$ cat config.mk
export PLATFORM = sky130hd
export DESIGN_NAME = cgs_global_status
export DESIGN_NICKNAME = d
export VERILOG_FILES = /design/src/rtl/cgs_pkg.sv /design/src/rtl/cgs_global_status.sv
export VERILOG_INCLUDE_DIRS = /design/src /design/src/rtl
export SDC_FILE = /design/constraint.sdc
export NUM_CORES = 1
export LEC_CHECK = 0
export BUFFER_PORTS_ARGS = -buffer_cell sky130_fd_sc_hd__buf_2
export CORE_MARGIN = 1
export CORE_UTILIZATION = 31
export DETAILED_ROUTE_END_ITERATION = 12
export GPL_ROUTABILITY_DRIVEN = 0
export GPL_TIMING_DRIVEN = 0
export HOLD_SLACK_MARGIN = 0.03
export PLACE_DENSITY = 0.76
export SLEW_MARGIN = 20
export SYNTH_ARGS = -nofsm -noshare
export SYNTH_HDL_FRONTEND = slang
export SYNTH_SLANG_ARGS = --single-unit
$ cat constraint.sdc
create_clock -name clock -period 1.3 [get_ports clock]
set_clock_uncertainty 0.15 [all_clocks]
set_input_delay 0.065 -clock clock [delete_from_list [all_inputs] [get_ports clock]]
set_output_delay 0.065 -clock clock [all_outputs]
set_load 0.1 [all_outputs]
$ cat src/rtl/cgs_map.svh
// Register offsets, field positions and reset values of the global status bank
`ifndef CGS_MAP_SVH
`define CGS_MAP_SVH

`define CGS_ADDR_W        22
`define CGS_DATA_W        16
`define CGS_ADDR_STATUS   22'h3FFC10
`define CGS_ADDR_IRQ_EN   22'h3FFC12
`define CGS_ADDR_PENDING  22'h3FFC20

`define CGS_RST_WORD      16'h0000
`define CGS_RST_BIT       1'h0

`define CGS_ST_ACCESS_ERROR_FLAG       7
`define CGS_ST_SET_SHUTDOWN_PERMISSION   11
`define CGS_ST_CLR_SHUTDOWN_PERMISSION   3
`define CGS_ST_SET_TSM    10
`define CGS_ST_CLR_TSM    2
`define CGS_ST_SET_GOM    8
`define CGS_ST_CLR_GOM    0

`define CGS_IE_SET_WR     10
`define CGS_IE_CLR_WR     2
`define CGS_IE_SET_SA     9
`define CGS_IE_CLR_SA     1

`define CGS_PD_WR         2
`define CGS_PD_SA         1

`endif

$ cat src/rtl/cgs_pkg.sv
// Types shared by the global status bank
package cgs_pkg;
  // Target of an access seen by the memory access controller
  typedef enum logic [2:0] {
    CGS_ACC_MODREG,
    CGS_ACC_TMPBUF,
    CGS_ACC_MSGBUF,
    CGS_ACC_GLOBAL
  } cgs_acc_t;
endpackage

$ cat src/rtl/cgs_global_status.sv
// Global status, global interrupt enable and global pending registers
`timescale 1ns/1ps
`include "cgs_map.svh"

module cgs_global_status #(
  parameter int NUM_MODULES = 2
) (
  input  wire logic                     clock,
  input  wire logic                     arst_n,
  input  wire logic [`CGS_ADDR_W-1:0]   regAddr,
  input  wire logic [`CGS_DATA_W-1:0]   regWrData,
  input  wire logic                     regWr,
  input  wire logic                     regRd,
  output logic      [`CGS_DATA_W-1:0]   regRdData,
  input  wire logic [NUM_MODULES-1:0]   moduleInitReq,
  input  wire logic                     accValid,
  input  wire logic                     accWrite,
  input  wire cgs_pkg::cgs_acc_t        accTarget,
  input  wire logic                     accInvalidAddr,
  input  wire logic                     accMacBlock,
  output logic                          accReject,
  output logic                          accessErrorFlag,
  output logic                          globalOperation,
  output logic                          moduleReset,
  output logic                          timestampRun,
  output logic                          shutdownPermission,
  output logic                          clockSelectWrAllow,
  output logic                          searchStartWrAllow,
  output logic                          shutdownAddressErrorPending,
  output logic                          writeAccessErrorPending,
  output logic                          shutdownAddressErrorIrq,
  output logic                          writeAccessErrorIrq
);
  import cgs_pkg::*;

  // Paired set/clear: set-only sets, clear-only clears, else keep
  function automatic logic pairUpdate(input logic cur, input logic setB, input logic clrB);
    logic res;
    res = cur;
    if (setB && !clrB) begin
      res = 1'b1;
    end else if (!setB && clrB) begin
      res = 1'b0;
    end
    return res;
  endfunction

  logic                   access_error_flag_ff;
  logic                   shutdown_permission_ff;
  logic                   tsm_ff;
  logic                   gom_ff;
  logic                   ieWr_ff;
  logic                   ieSa_ff;
  logic                   pdWr_ff;
  logic                   pdSa_ff;
  logic                   irqWr_ff;
  logic                   irqSa_ff;
  logic [`CGS_DATA_W-1:0] rdData_ff;

  logic                   nxt_access_error_flag;
  logic                   nxt_shutdown_permission;
  logic                   nxt_tsm;
  logic                   nxt_gom;
  logic                   nxt_ieWr;
  logic                   nxt_ieSa;
  logic                   nxt_pdWr;
  logic                   nxt_pdSa;
  logic [`CGS_DATA_W-1:0] nxt_rdData;

  // Address decode; the port is 16 bits wide so every access is a whole word
  wire selStatus  = (regAddr == `CGS_ADDR_STATUS);
  wire selIrqEn   = (regAddr == `CGS_ADDR_IRQ_EN);
  wire selPending = (regAddr == `CGS_ADDR_PENDING);
  wire wrStatus   = regWr && selStatus;
  wire wrIrqEn    = regWr && selIrqEn;
  wire wrPending  = regWr && selPending;
  wire accStatus  = (regWr || regRd) && selStatus;

  // Field strobes of a status write
  wire setEfsd = wrStatus && regWrData[`CGS_ST_SET_SHUTDOWN_PERMISSION];
  wire clrEfsd = wrStatus && regWrData[`CGS_ST_CLR_SHUTDOWN_PERMISSION];
  wire setTsm  = wrStatus && regWrData[`CGS_ST_SET_TSM];
  wire clrTsm  = wrStatus && regWrData[`CGS_ST_CLR_TSM];
  wire setGom  = wrStatus && regWrData[`CGS_ST_SET_GOM];
  wire clrGom  = wrStatus && regWrData[`CGS_ST_CLR_GOM];
  wire clrMerr = wrStatus && regWrData[`CGS_ST_ACCESS_ERROR_FLAG];

  // A clear request on the operation bit, and whether it may take effect
  wire allInit   = &moduleInitReq;
  wire gomClrReq = clrGom && !setGom && gom_ff;
  wire gomClrBad = gomClrReq && !allInit;
  wire gomClrOk  = gomClrReq && allInit && shutdown_permission_ff;

  // Mode gating of accesses arriving at the memory access controller
  wire modRegBlk = (accTarget == CGS_ACC_MODREG) && !gom_ff;
  wire tmpBufBlk = (accTarget == CGS_ACC_TMPBUF) && gom_ff;
  wire modeBlk   = accValid && (modRegBlk || tmpBufBlk);
  wire addrBad   = accValid && accInvalidAddr;
  wire macBlk    = accValid && accMacBlock;

  // Event sources for the error flag and the two interrupts
  wire merrEvt = modeBlk || addrBad || macBlk || gomClrBad;
  wire evtWr   = modeBlk && accWrite;
  wire evtSa   = addrBad || gomClrBad;

  // Pending sets only with its enable; a new event beats a clearing write
  wire pdWrSet = evtWr && ieWr_ff;
  wire pdSaSet = evtSa && ieSa_ff;
  wire pdWrClr = wrPending && regWrData[`CGS_PD_WR];
  wire pdSaClr = wrPending && regWrData[`CGS_PD_SA];

  // Read words; unused bits read as zero
  wire [`CGS_DATA_W-1:0] statusWord  = {8'h00, access_error_flag_ff, 3'h0, shutdown_permission_ff,
                                        tsm_ff, 1'h0, gom_ff};
  wire [`CGS_DATA_W-1:0] irqEnWord   = {13'h0000, ieWr_ff, ieSa_ff, 1'h0};
  wire [`CGS_DATA_W-1:0] pendingWord = {13'h0000, pdWr_ff, pdSa_ff, 1'h0};

  // Read mux; an unmapped address reads zero
  always_comb begin
    nxt_rdData = `CGS_RST_WORD;
    if (!regRd) begin
      nxt_rdData = `CGS_RST_WORD;
    end else if (selStatus) begin
      nxt_rdData = statusWord;
    end else if (selIrqEn) begin
      nxt_rdData = irqEnWord;
    end else if (selPending) begin
      nxt_rdData = pendingWord;
    end
  end

  // Error flag: only hardware sets, only a 1 in bit 7 clears, set wins
  always_comb begin
    nxt_access_error_flag = access_error_flag_ff;
    if (merrEvt) begin
      nxt_access_error_flag = 1'b1;
    end else if (clrMerr) begin
      nxt_access_error_flag = 1'b0;
    end
  end

  // Shutdown permission: an explicit pair in this write wins, any other
  // status access drops it so the permission covers exactly one access
  always_comb begin
    nxt_shutdown_permission = shutdown_permission_ff;
    if (setEfsd != clrEfsd) begin
      nxt_shutdown_permission = pairUpdate(shutdown_permission_ff, setEfsd, clrEfsd);
    end else if (accStatus) begin
      nxt_shutdown_permission = 1'b0;
    end
  end

  // Run state pair acts on its own; the operation bit clears only with all modules initialised and shutdown permission
  always_comb begin
    nxt_tsm = pairUpdate(tsm_ff, setTsm, clrTsm);
    nxt_gom = gom_ff;
    if (setGom && !clrGom) begin
      nxt_gom = 1'b1;
    end else if (gomClrOk) begin
      nxt_gom = 1'b0;
    end
  end

  // Interrupt enables and pending bits
  always_comb begin
    nxt_ieWr = pairUpdate(ieWr_ff, wrIrqEn && regWrData[`CGS_IE_SET_WR],
                          wrIrqEn && regWrData[`CGS_IE_CLR_WR]);
    nxt_ieSa = pairUpdate(ieSa_ff, wrIrqEn && regWrData[`CGS_IE_SET_SA],
                          wrIrqEn && regWrData[`CGS_IE_CLR_SA]);
    nxt_pdWr = pdWrSet || (pdWr_ff && !pdWrClr);
    nxt_pdSa = pdSaSet || (pdSa_ff && !pdSaClr);
  end

  // Status bank state
  always_ff @(posedge clock or negedge arst_n) begin
    if (!arst_n) begin
      access_error_flag_ff <= `CGS_RST_BIT;
      shutdown_permission_ff <= `CGS_RST_BIT;
      tsm_ff  <= `CGS_RST_BIT;
      gom_ff  <= `CGS_RST_BIT;
    end else begin
      access_error_flag_ff <= nxt_access_error_flag;
      shutdown_permission_ff <= nxt_shutdown_permission;
      tsm_ff  <= nxt_tsm;
      gom_ff  <= nxt_gom;
    end
  end

  // Interrupt state; the request pulses only for an event that finds its
  // pending bit clear, so one service routine handles one burst
  always_ff @(posedge clock or negedge arst_n) begin
    if (!arst_n) begin
      ieWr_ff  <= `CGS_RST_BIT;
      ieSa_ff  <= `CGS_RST_BIT;
      pdWr_ff  <= `CGS_RST_BIT;
      pdSa_ff  <= `CGS_RST_BIT;
      irqWr_ff <= `CGS_RST_BIT;
      irqSa_ff <= `CGS_RST_BIT;
    end else begin
      ieWr_ff  <= nxt_ieWr;
      ieSa_ff  <= nxt_ieSa;
      pdWr_ff  <= nxt_pdWr;
      pdSa_ff  <= nxt_pdSa;
      irqWr_ff <= pdWrSet && !pdWr_ff;
      irqSa_ff <= pdSaSet && !pdSa_ff;
    end
  end

  // Read data stand only in the cycle after the strobe
  always_ff @(posedge clock or negedge arst_n) begin
    if (!arst_n) begin
      rdData_ff <= `CGS_RST_WORD;
    end else begin
      rdData_ff <= nxt_rdData;
    end
  end

  // Outputs to the rest of the controller
  assign regRdData                   = rdData_ff;
  assign accReject                   = modeBlk || addrBad || macBlk;
  assign accessErrorFlag             = access_error_flag_ff;
  assign globalOperation             = gom_ff;
  assign moduleReset                 = !gom_ff;
  assign timestampRun                = tsm_ff;
  assign shutdownPermission          = shutdown_permission_ff;
  assign clockSelectWrAllow          = !gom_ff;
  assign searchStartWrAllow          = gom_ff;
  assign shutdownAddressErrorPending = pdSa_ff;
  assign writeAccessErrorPending     = pdWr_ff;
  assign shutdownAddressErrorIrq     = irqSa_ff;
  assign writeAccessErrorIrq         = irqWr_ff;
endmodule

==> Yosys cells after proc, flatten, opt, wreduce, memory -nomap -nowiden <==
Index checks and enable logic that the tools add are counted.
W data, S select, Z words.
{ "word_totals": {"register_bits": 26, "latch_bits": 0, "mem_bits_rw": 0, "romBits": 0, "input_bits": 51, "out_inout_bits": 28, "elab_cells": 111, "mem_count": 0} }
{ "op_classes": {"addsub": 0, "n_mul": 0, "div": 0, "n_lt_le_gt_ge": 0, "eq_ne": 6, "shifts": 0, "muxes": 18, "bitwise_logic": 0, "n_reduce_logical": 76} }
{ "op_table": {"columns": ["cell", "n"], "rows": [
  ["$eq A22 B22 Y1 const B", 3],
  ["$logic_and A1 B1 Y1", 43],
  ["$mux W16", 2],
  ["$logic_not A1 Y1", 16],
  ["$mux W1", 14],
  ["$reduce_bool A2 Y1", 6],
  ["$logic_or A1 B1 Y1", 8],
  ["$mux W3", 2],
  ["$reduce_and A2 Y1", 2],
  ["$eq A3 B1 Y1 const B", 1],
  ["$logic_not A3 Y1", 1],
  ["$ne A3 B1 Y1 const B", 1],
  ["$ne A1 B1 Y1", 1]
]} }

==> Logic depth before layout (Yosys ltp) <==
{ "depth": {"depth_word": 10, "ltp_mapped": 10, "mapped_depth_nobuf": 9} }

==> Worst setup path after synthesis <==
Ideal clock, no wire load.
{ "synth_path": {"path_kind": "input to register", "start": "input regAddr[2]", "end": "register shutdown_permission_ff, in the netlist shutdownPermission", "setup_ns": 0.126, "arrival_ns": 2.691, "required_time_ns": 1.024, "slack_ns": -1.667, "path_stages": 10, "path_buffers": 1, "cell_sequence": "nand4b_1 or4_4 buf_6 nor3_1 nand2_1 ha_1 nor2b_1 or3b_2 o32ai_1 mux2_2"} }
{ "synth_between": {"elab_chain_cells": 7, "word_cells_on_any_way": 15, "cone_classes": "eq/ne (3); mux (2); reduce/logical (10)"} }
{ "synth_lines": {"columns": ["element", "line_no", "text"], "rows": [
  ["start, declared", "cgs_global_status.sv:10", "input wire logic [`CGS_ADDR_W-1:0] regAddr,"],
  ["$eq A22 B22 Y1 (no source line) *", null, null],
  ["$logic_and A1 B1 Y1", "cgs_global_status.sv:74", "wire wrStatus = regWr && selStatus;"],
  ["$logic_and A1 B1 Y1 (on tied branches)", "cgs_global_status.sv:81, cgs_global_status.sv:80", null],
  ["$logic_not A1 Y1 (on tied branches)", "cgs_global_status.sv:40, cgs_global_status.sv:42", null],
  ["$logic_and A1 B1 Y1 (on tied branches)", "cgs_global_status.sv:40, cgs_global_status.sv:42", null],
  ["$ne A3 B1 Y1 (no source line) / $mux W1 (equally long branches)", null, null],
  ["$reduce_and A2 Y1 (no source line) / $mux W1 (equally long branches)", null, null],
  ["end signal, assigned", "cgs_global_status.sv:178", "shutdown_permission_ff <= `CGS_RST_BIT;"],
  ["end signal, assigned", "cgs_global_status.sv:183", "shutdown_permission_ff <= nxt_shutdown_permission;"],
  ["end, declared", "cgs_global_status.sv:49", "logic shutdown_permission_ff;"]
]} }
Every way passes the cells marked *; elsewhere a longest branch is shown, timed or not.
A chain may end at the register's enable or synchronous reset.

==> Worst setup path after layout <==
Ends and elaborated chain as after synthesis.

==> impl_summary.txt <==
----------------------------------------------------
[Route]
  Drt first-iter violations ... 74
  DR vias ... about 1.3k
  Detailed Routing Iterations Pass 1 ... 4
  Detailed-route wire length per cell ... 16.22 um
  Remaining number of nets flagged by the antenna check after routing ... 0
  Post-detailed-route via-to-cell ratio ... between 4 and 5
  DRT Wirelength ... approximately 4.2 mm
  Post-route DRC ... 0

[Setup path]
  End of the worst register-to-register path ... shutdownAddressErrorIrq
  Crit Path Class ... in2reg
  WP depth ... 10
  Minimum setup slack among reg-to-reg paths ... -0.35 ns
  Library cell contributing the largest single delay on the critical path ... sky130_fd_sc_hd__or4_4
  CP endpoint kind ... flip-flop
  Startpoint Class ... input port
  Top cell family by delay on the critical path ... simple AND/OR/NAND/NOR gates
  Arrival time reported for the critical path endpoint ... 2.43 ns
  Worst-path fanout max ... 3
  Launch instance of the worst register-to-register path ... globalOperation
  Logic depth of the worst register-to-register path ... 5
  Sequence of cells on the critical path ... buf_6 > nand4b_1 > or4_4 > nor3_4 > nand2_2 > ha_2 > nor2b_4 > or3b_4 > o32ai_4 > mux2_4
  Delay of the slowest cell on the worst path ... 0.59 ns
  Required @ worst endpoint ... 1.35 ns
  Number of buffer and inverter instances along the worst setup path ... 1

[Floorplanning]
  Standard-cell row count ... 20
  Die X ... between 50 and 60 um
  Die Y-Extent ... 59.95 um
  Effective utilization at floorplan ... 0.3328
  Area of the die ... about 3600 um2
  Top Ports ... 79
  Std-Cell Core Area ... 3128 um2

[Synth]
  Post-synthesis mux area share ... 0.04327
  Area fraction in compound gates after synthesis ... 0.09856
  Adder-cell share of the synthesized area ... 0.07212
  Most instantiated flip-flop cell in the synthesis netlist ... sky130_fd_sc_hd__dfrtp_1
  Count of cell types in the netlist ... 37
  Number of flip-flops and latches in the synthesized netlist ... 15
  Share of flip-flops with an asynchronous set or reset ... 1.000
  Synthesis warning total ... 0
  Post-synthesis average cell area ... 9.550 um2
  Fraction of synthesized cell area in xor and xnor cells ... 0.008413
  Register area share after synthesis ... 0.3606
  Simple-gate area share of the yosys netlist ... 0.2945
  Number of synthesized flops with an enable pin ... 0
  Cell Area, Synth ... 1041 um2
  Largest family of logic cells by synthesized area ... simple AND/OR/NAND/NOR gates
  Post-synthesis cell count ... 109

[Clock tree]
  CTS root buf ... sky130_fd_sc_hd__clkbuf_4
  CTS H-tree lvls ... 1
  Clock network latency to the later pin of the worst-skew pair ... 0.30 ns
  TritonCTS Buffers ... 3
  Deepest clock path buffer count ... 2
  Count of clock tree sinks ... 15
  Clock-pin slew of the registers on the worst-case setup and hold paths ... 0.10 ns
  TritonCTS clock tree ... yes
  Cts hold-fix bufs ... 11

[Placed design]
  Post-DP HPWL ... 1.956 mm
  Total of buffers placed on input and output ports ... 60
  Standard cell area after detailed placement ... 1510 um2

[Worst hold path]
  Beginning of the worst hold path ... regRd
  Worst hold path cell count ... 2
  Hold-critical path endpoint ... regRdData[7]
  Worst min-delay path class ... in2reg

[Timing]
  Number of pins with negative max-slew slack in the final report ... 0
  Slew margin rel. ... 0.6322
  Fmax ... 420.0 MHz
  Period minus WS final ... 2.381 ns
  Tightest Pin Transition ... 0.5505 ns
  Final setup slack of the worst path ... -1.081 ns
  Unrepaired setup endpoints after global routing ... yes
  Number of hold-slack violations in the final timing report ... 5
  Hold Worst Slack ... -0.06575 ns
  Fin crit share ... 1.832
  Final setup fails ... 20

[Layout]
  Cell area after layout ... 2143 um2
  N_diodes ... 0
  Core Util, Final ... 0.6852
  Area delta synth->final ... 105.9%
  Proportion of layout cells with a drive suffix above 1 ... 0.6481
  Nets@finish ... 274

[Global route]
  Initial antenna violation count ... 0
  Pin count of the biggest net entering global routing ... 16
  GRT Residual Overflow ... 0
  Number of global-route vias before repair ... 1188
  Total routing resource utilization after global routing ... 0.2083
  Global-route wire length before repair ... between 5 and 6 mm

[Power and ir drop]
  Leakage power summed over all cells ... between 1 and 1.5 nW
  Worst vdd ir ... about 350 uV
  Total power after layout ... 1.118 mW
  Power per cell area ... 521.5 nW/um2

[Outcome]
  Violations in the final reports ... negative hold slack, negative setup slack
  Outcome ... complete, but fails checks

[Run]
  Number of maximum-capacitance constraint violations ... 0

----------------------------------------------------
-- metrics by stage --
step | worst slack, ns | TNS [ns] | std cells
6_report | -1.081 | -11.04 | 260
5_1_grt | -1.149 | -11.71 | 260
4_1_cts | -1.110 | -13.15 | 257
3_5_place_dp | -1.764 | -11.49 | 223
3_3_place_gp | -1.755 | -11.46 | 223
2_1_floorplan | -1.364 | -7.522 | 119
-- worst reg2reg max path: cells and delay by family, from the launching register on --
family                 cells  cell delay (ns)
buffers and inverters      1             0.12
flip-flops                 1             0.45
AND/OR/NAND/NOR            2             0.34
AO/OA/AOI/OAI              2             0.53
-- sequential cells by signal, summed over array words and instances, names as in the netlist --
| name | cells |
|---|---|
| globalOperation | 1 |
| shutdownPermission | 1 |
| timestampRun | 1 |
| accessErrorFlag | 1 |
| shutdownAddressErrorPending | 1 |
| writeAccessErrorIrq | 1 |
| regRdData | 5 |
| ieWr_ff | 1 |
| writeAccessErrorPending | 1 |
| ieSa_ff | 1 |
| shutdownAddressErrorIrq | 1 |
-- layout by cell type, fill, tap and decap left out, types with 3 or more instances in the layout --
cell / Yosys / layout
sky130_fd_sc_hd__buf_6: 1 / 17
sky130_fd_sc_hd__and4_1: 3 / 3
sky130_fd_sc_hd__buf_4: 13 / 24
sky130_fd_sc_hd__ha_4: 0 / 3
sky130_fd_sc_hd__dfrtp_1: 15 / 10
sky130_fd_sc_hd__nand2_2: 0 / 3
sky130_fd_sc_hd__inv_1: 4 / 3
sky130_fd_sc_hd__buf_12: 0 / 5
sky130_fd_sc_hd__dfrtp_2: 0 / 3
sky130_fd_sc_hd__and2_1: 6 / 3
sky130_fd_sc_hd__dlygate4sd3_1: 0 / 11
sky130_fd_sc_hd__buf_2: 0 / 49
sky130_fd_sc_hd__mux2_4: 0 / 4
sky130_fd_sc_hd__conb_1: 1 / 11
sky130_fd_sc_hd__nand2_1: 11 / 8
sky130_fd_sc_hd__and2_4: 0 / 3
sky130_fd_sc_hd__nand3_1: 5 / 4
sky130_fd_sc_hd__nor2_1: 4 / 3
sky130_fd_sc_hd__clkbuf_4: 0 / 3
-- routing by layer --
| layer | vias to the layer above | GRT usage | part of all wire |
|---|---|---|---|
| li1 | 589 | - | - |
| met1 | 589 | 0.2219 | 0.37 |
| met2 | 95 | 0.3921 | 0.51 |
| met3 | 15 | 0.03030 | 0.083 |
| met4 | 0 | 0.1063 | 0.038 |
| met5 | - | 0 | 0 |
-- worst max-delay path by stage --
stage | startpoint | endpoint
2_1_floorplan | regAddr[2] | shutdownPermission
5_1_grt | regAddr[2] | shutdownPermission
6_report | regAddr[2] | shutdownPermission
3_3_place_gp | regAddr[0] | shutdownPermission
4_1_cts | regAddr[2] | shutdownPermission
3_5_place_dp | regAddr[0] | shutdownPermission
-- cell usage after synthesis (3+ instances only) --
library cell	instances	area, um2
sky130_fd_sc_hd__dfrtp_1	15	375.4
sky130_fd_sc_hd__and4_1	3	26.28
sky130_fd_sc_hd__nor4b_1	3	26.28
sky130_fd_sc_hd__inv_1	4	15.01
sky130_fd_sc_hd__and2_1	6	37.54
sky130_fd_sc_hd__nand3_1	5	25.02
sky130_fd_sc_hd__buf_4	13	97.59
sky130_fd_sc_hd__mux2_2	4	45.04
sky130_fd_sc_hd__nand2_1	11	41.29
sky130_fd_sc_hd__nor2_1	4	15.01
sky130_fd_sc_hd__ha_1	6	75.07
-- cell families after synthesis --
| kind of cell | count (synthesis) |
|---|---|
| other | 1 |
| AO/OA/AOI/OAI | 13 |
| flip-flops | 15 |
| XOR/XNOR | 1 |
| adder cells (fa/ha/maj) | 6 |
| multiplexers | 4 |
| buffers and inverters | 18 |
| AND/OR/NAND/NOR | 51 |
-- area by class of cell --
type                       instances  area, um2
clock buffer                       3      22.52
buffer                            12      93.84
tap                               44      55.05
sequential                        15      386.6
clock inverter                     1      5.005
inverter                           4      18.77
multi-input combinational         86      813.3
fill                             217      984.7
timing repair buffer              95      748.2
-- what timing repair did --
action	in CTS	in global routing
endpoints found under the setup margin	25	20
buffers inserted	20	10
gates resized for setup	52	27
pin swaps	17	15
hold endpoints to repair	25	5
-- power breakdown --
part           switching [mW]  internal (mW)
clock                   0.165          0.115
sequential       0.0000000110          0.466
combinational           0.246          0.125
total                   0.411          0.707
(Power assumes the default switching activity.)
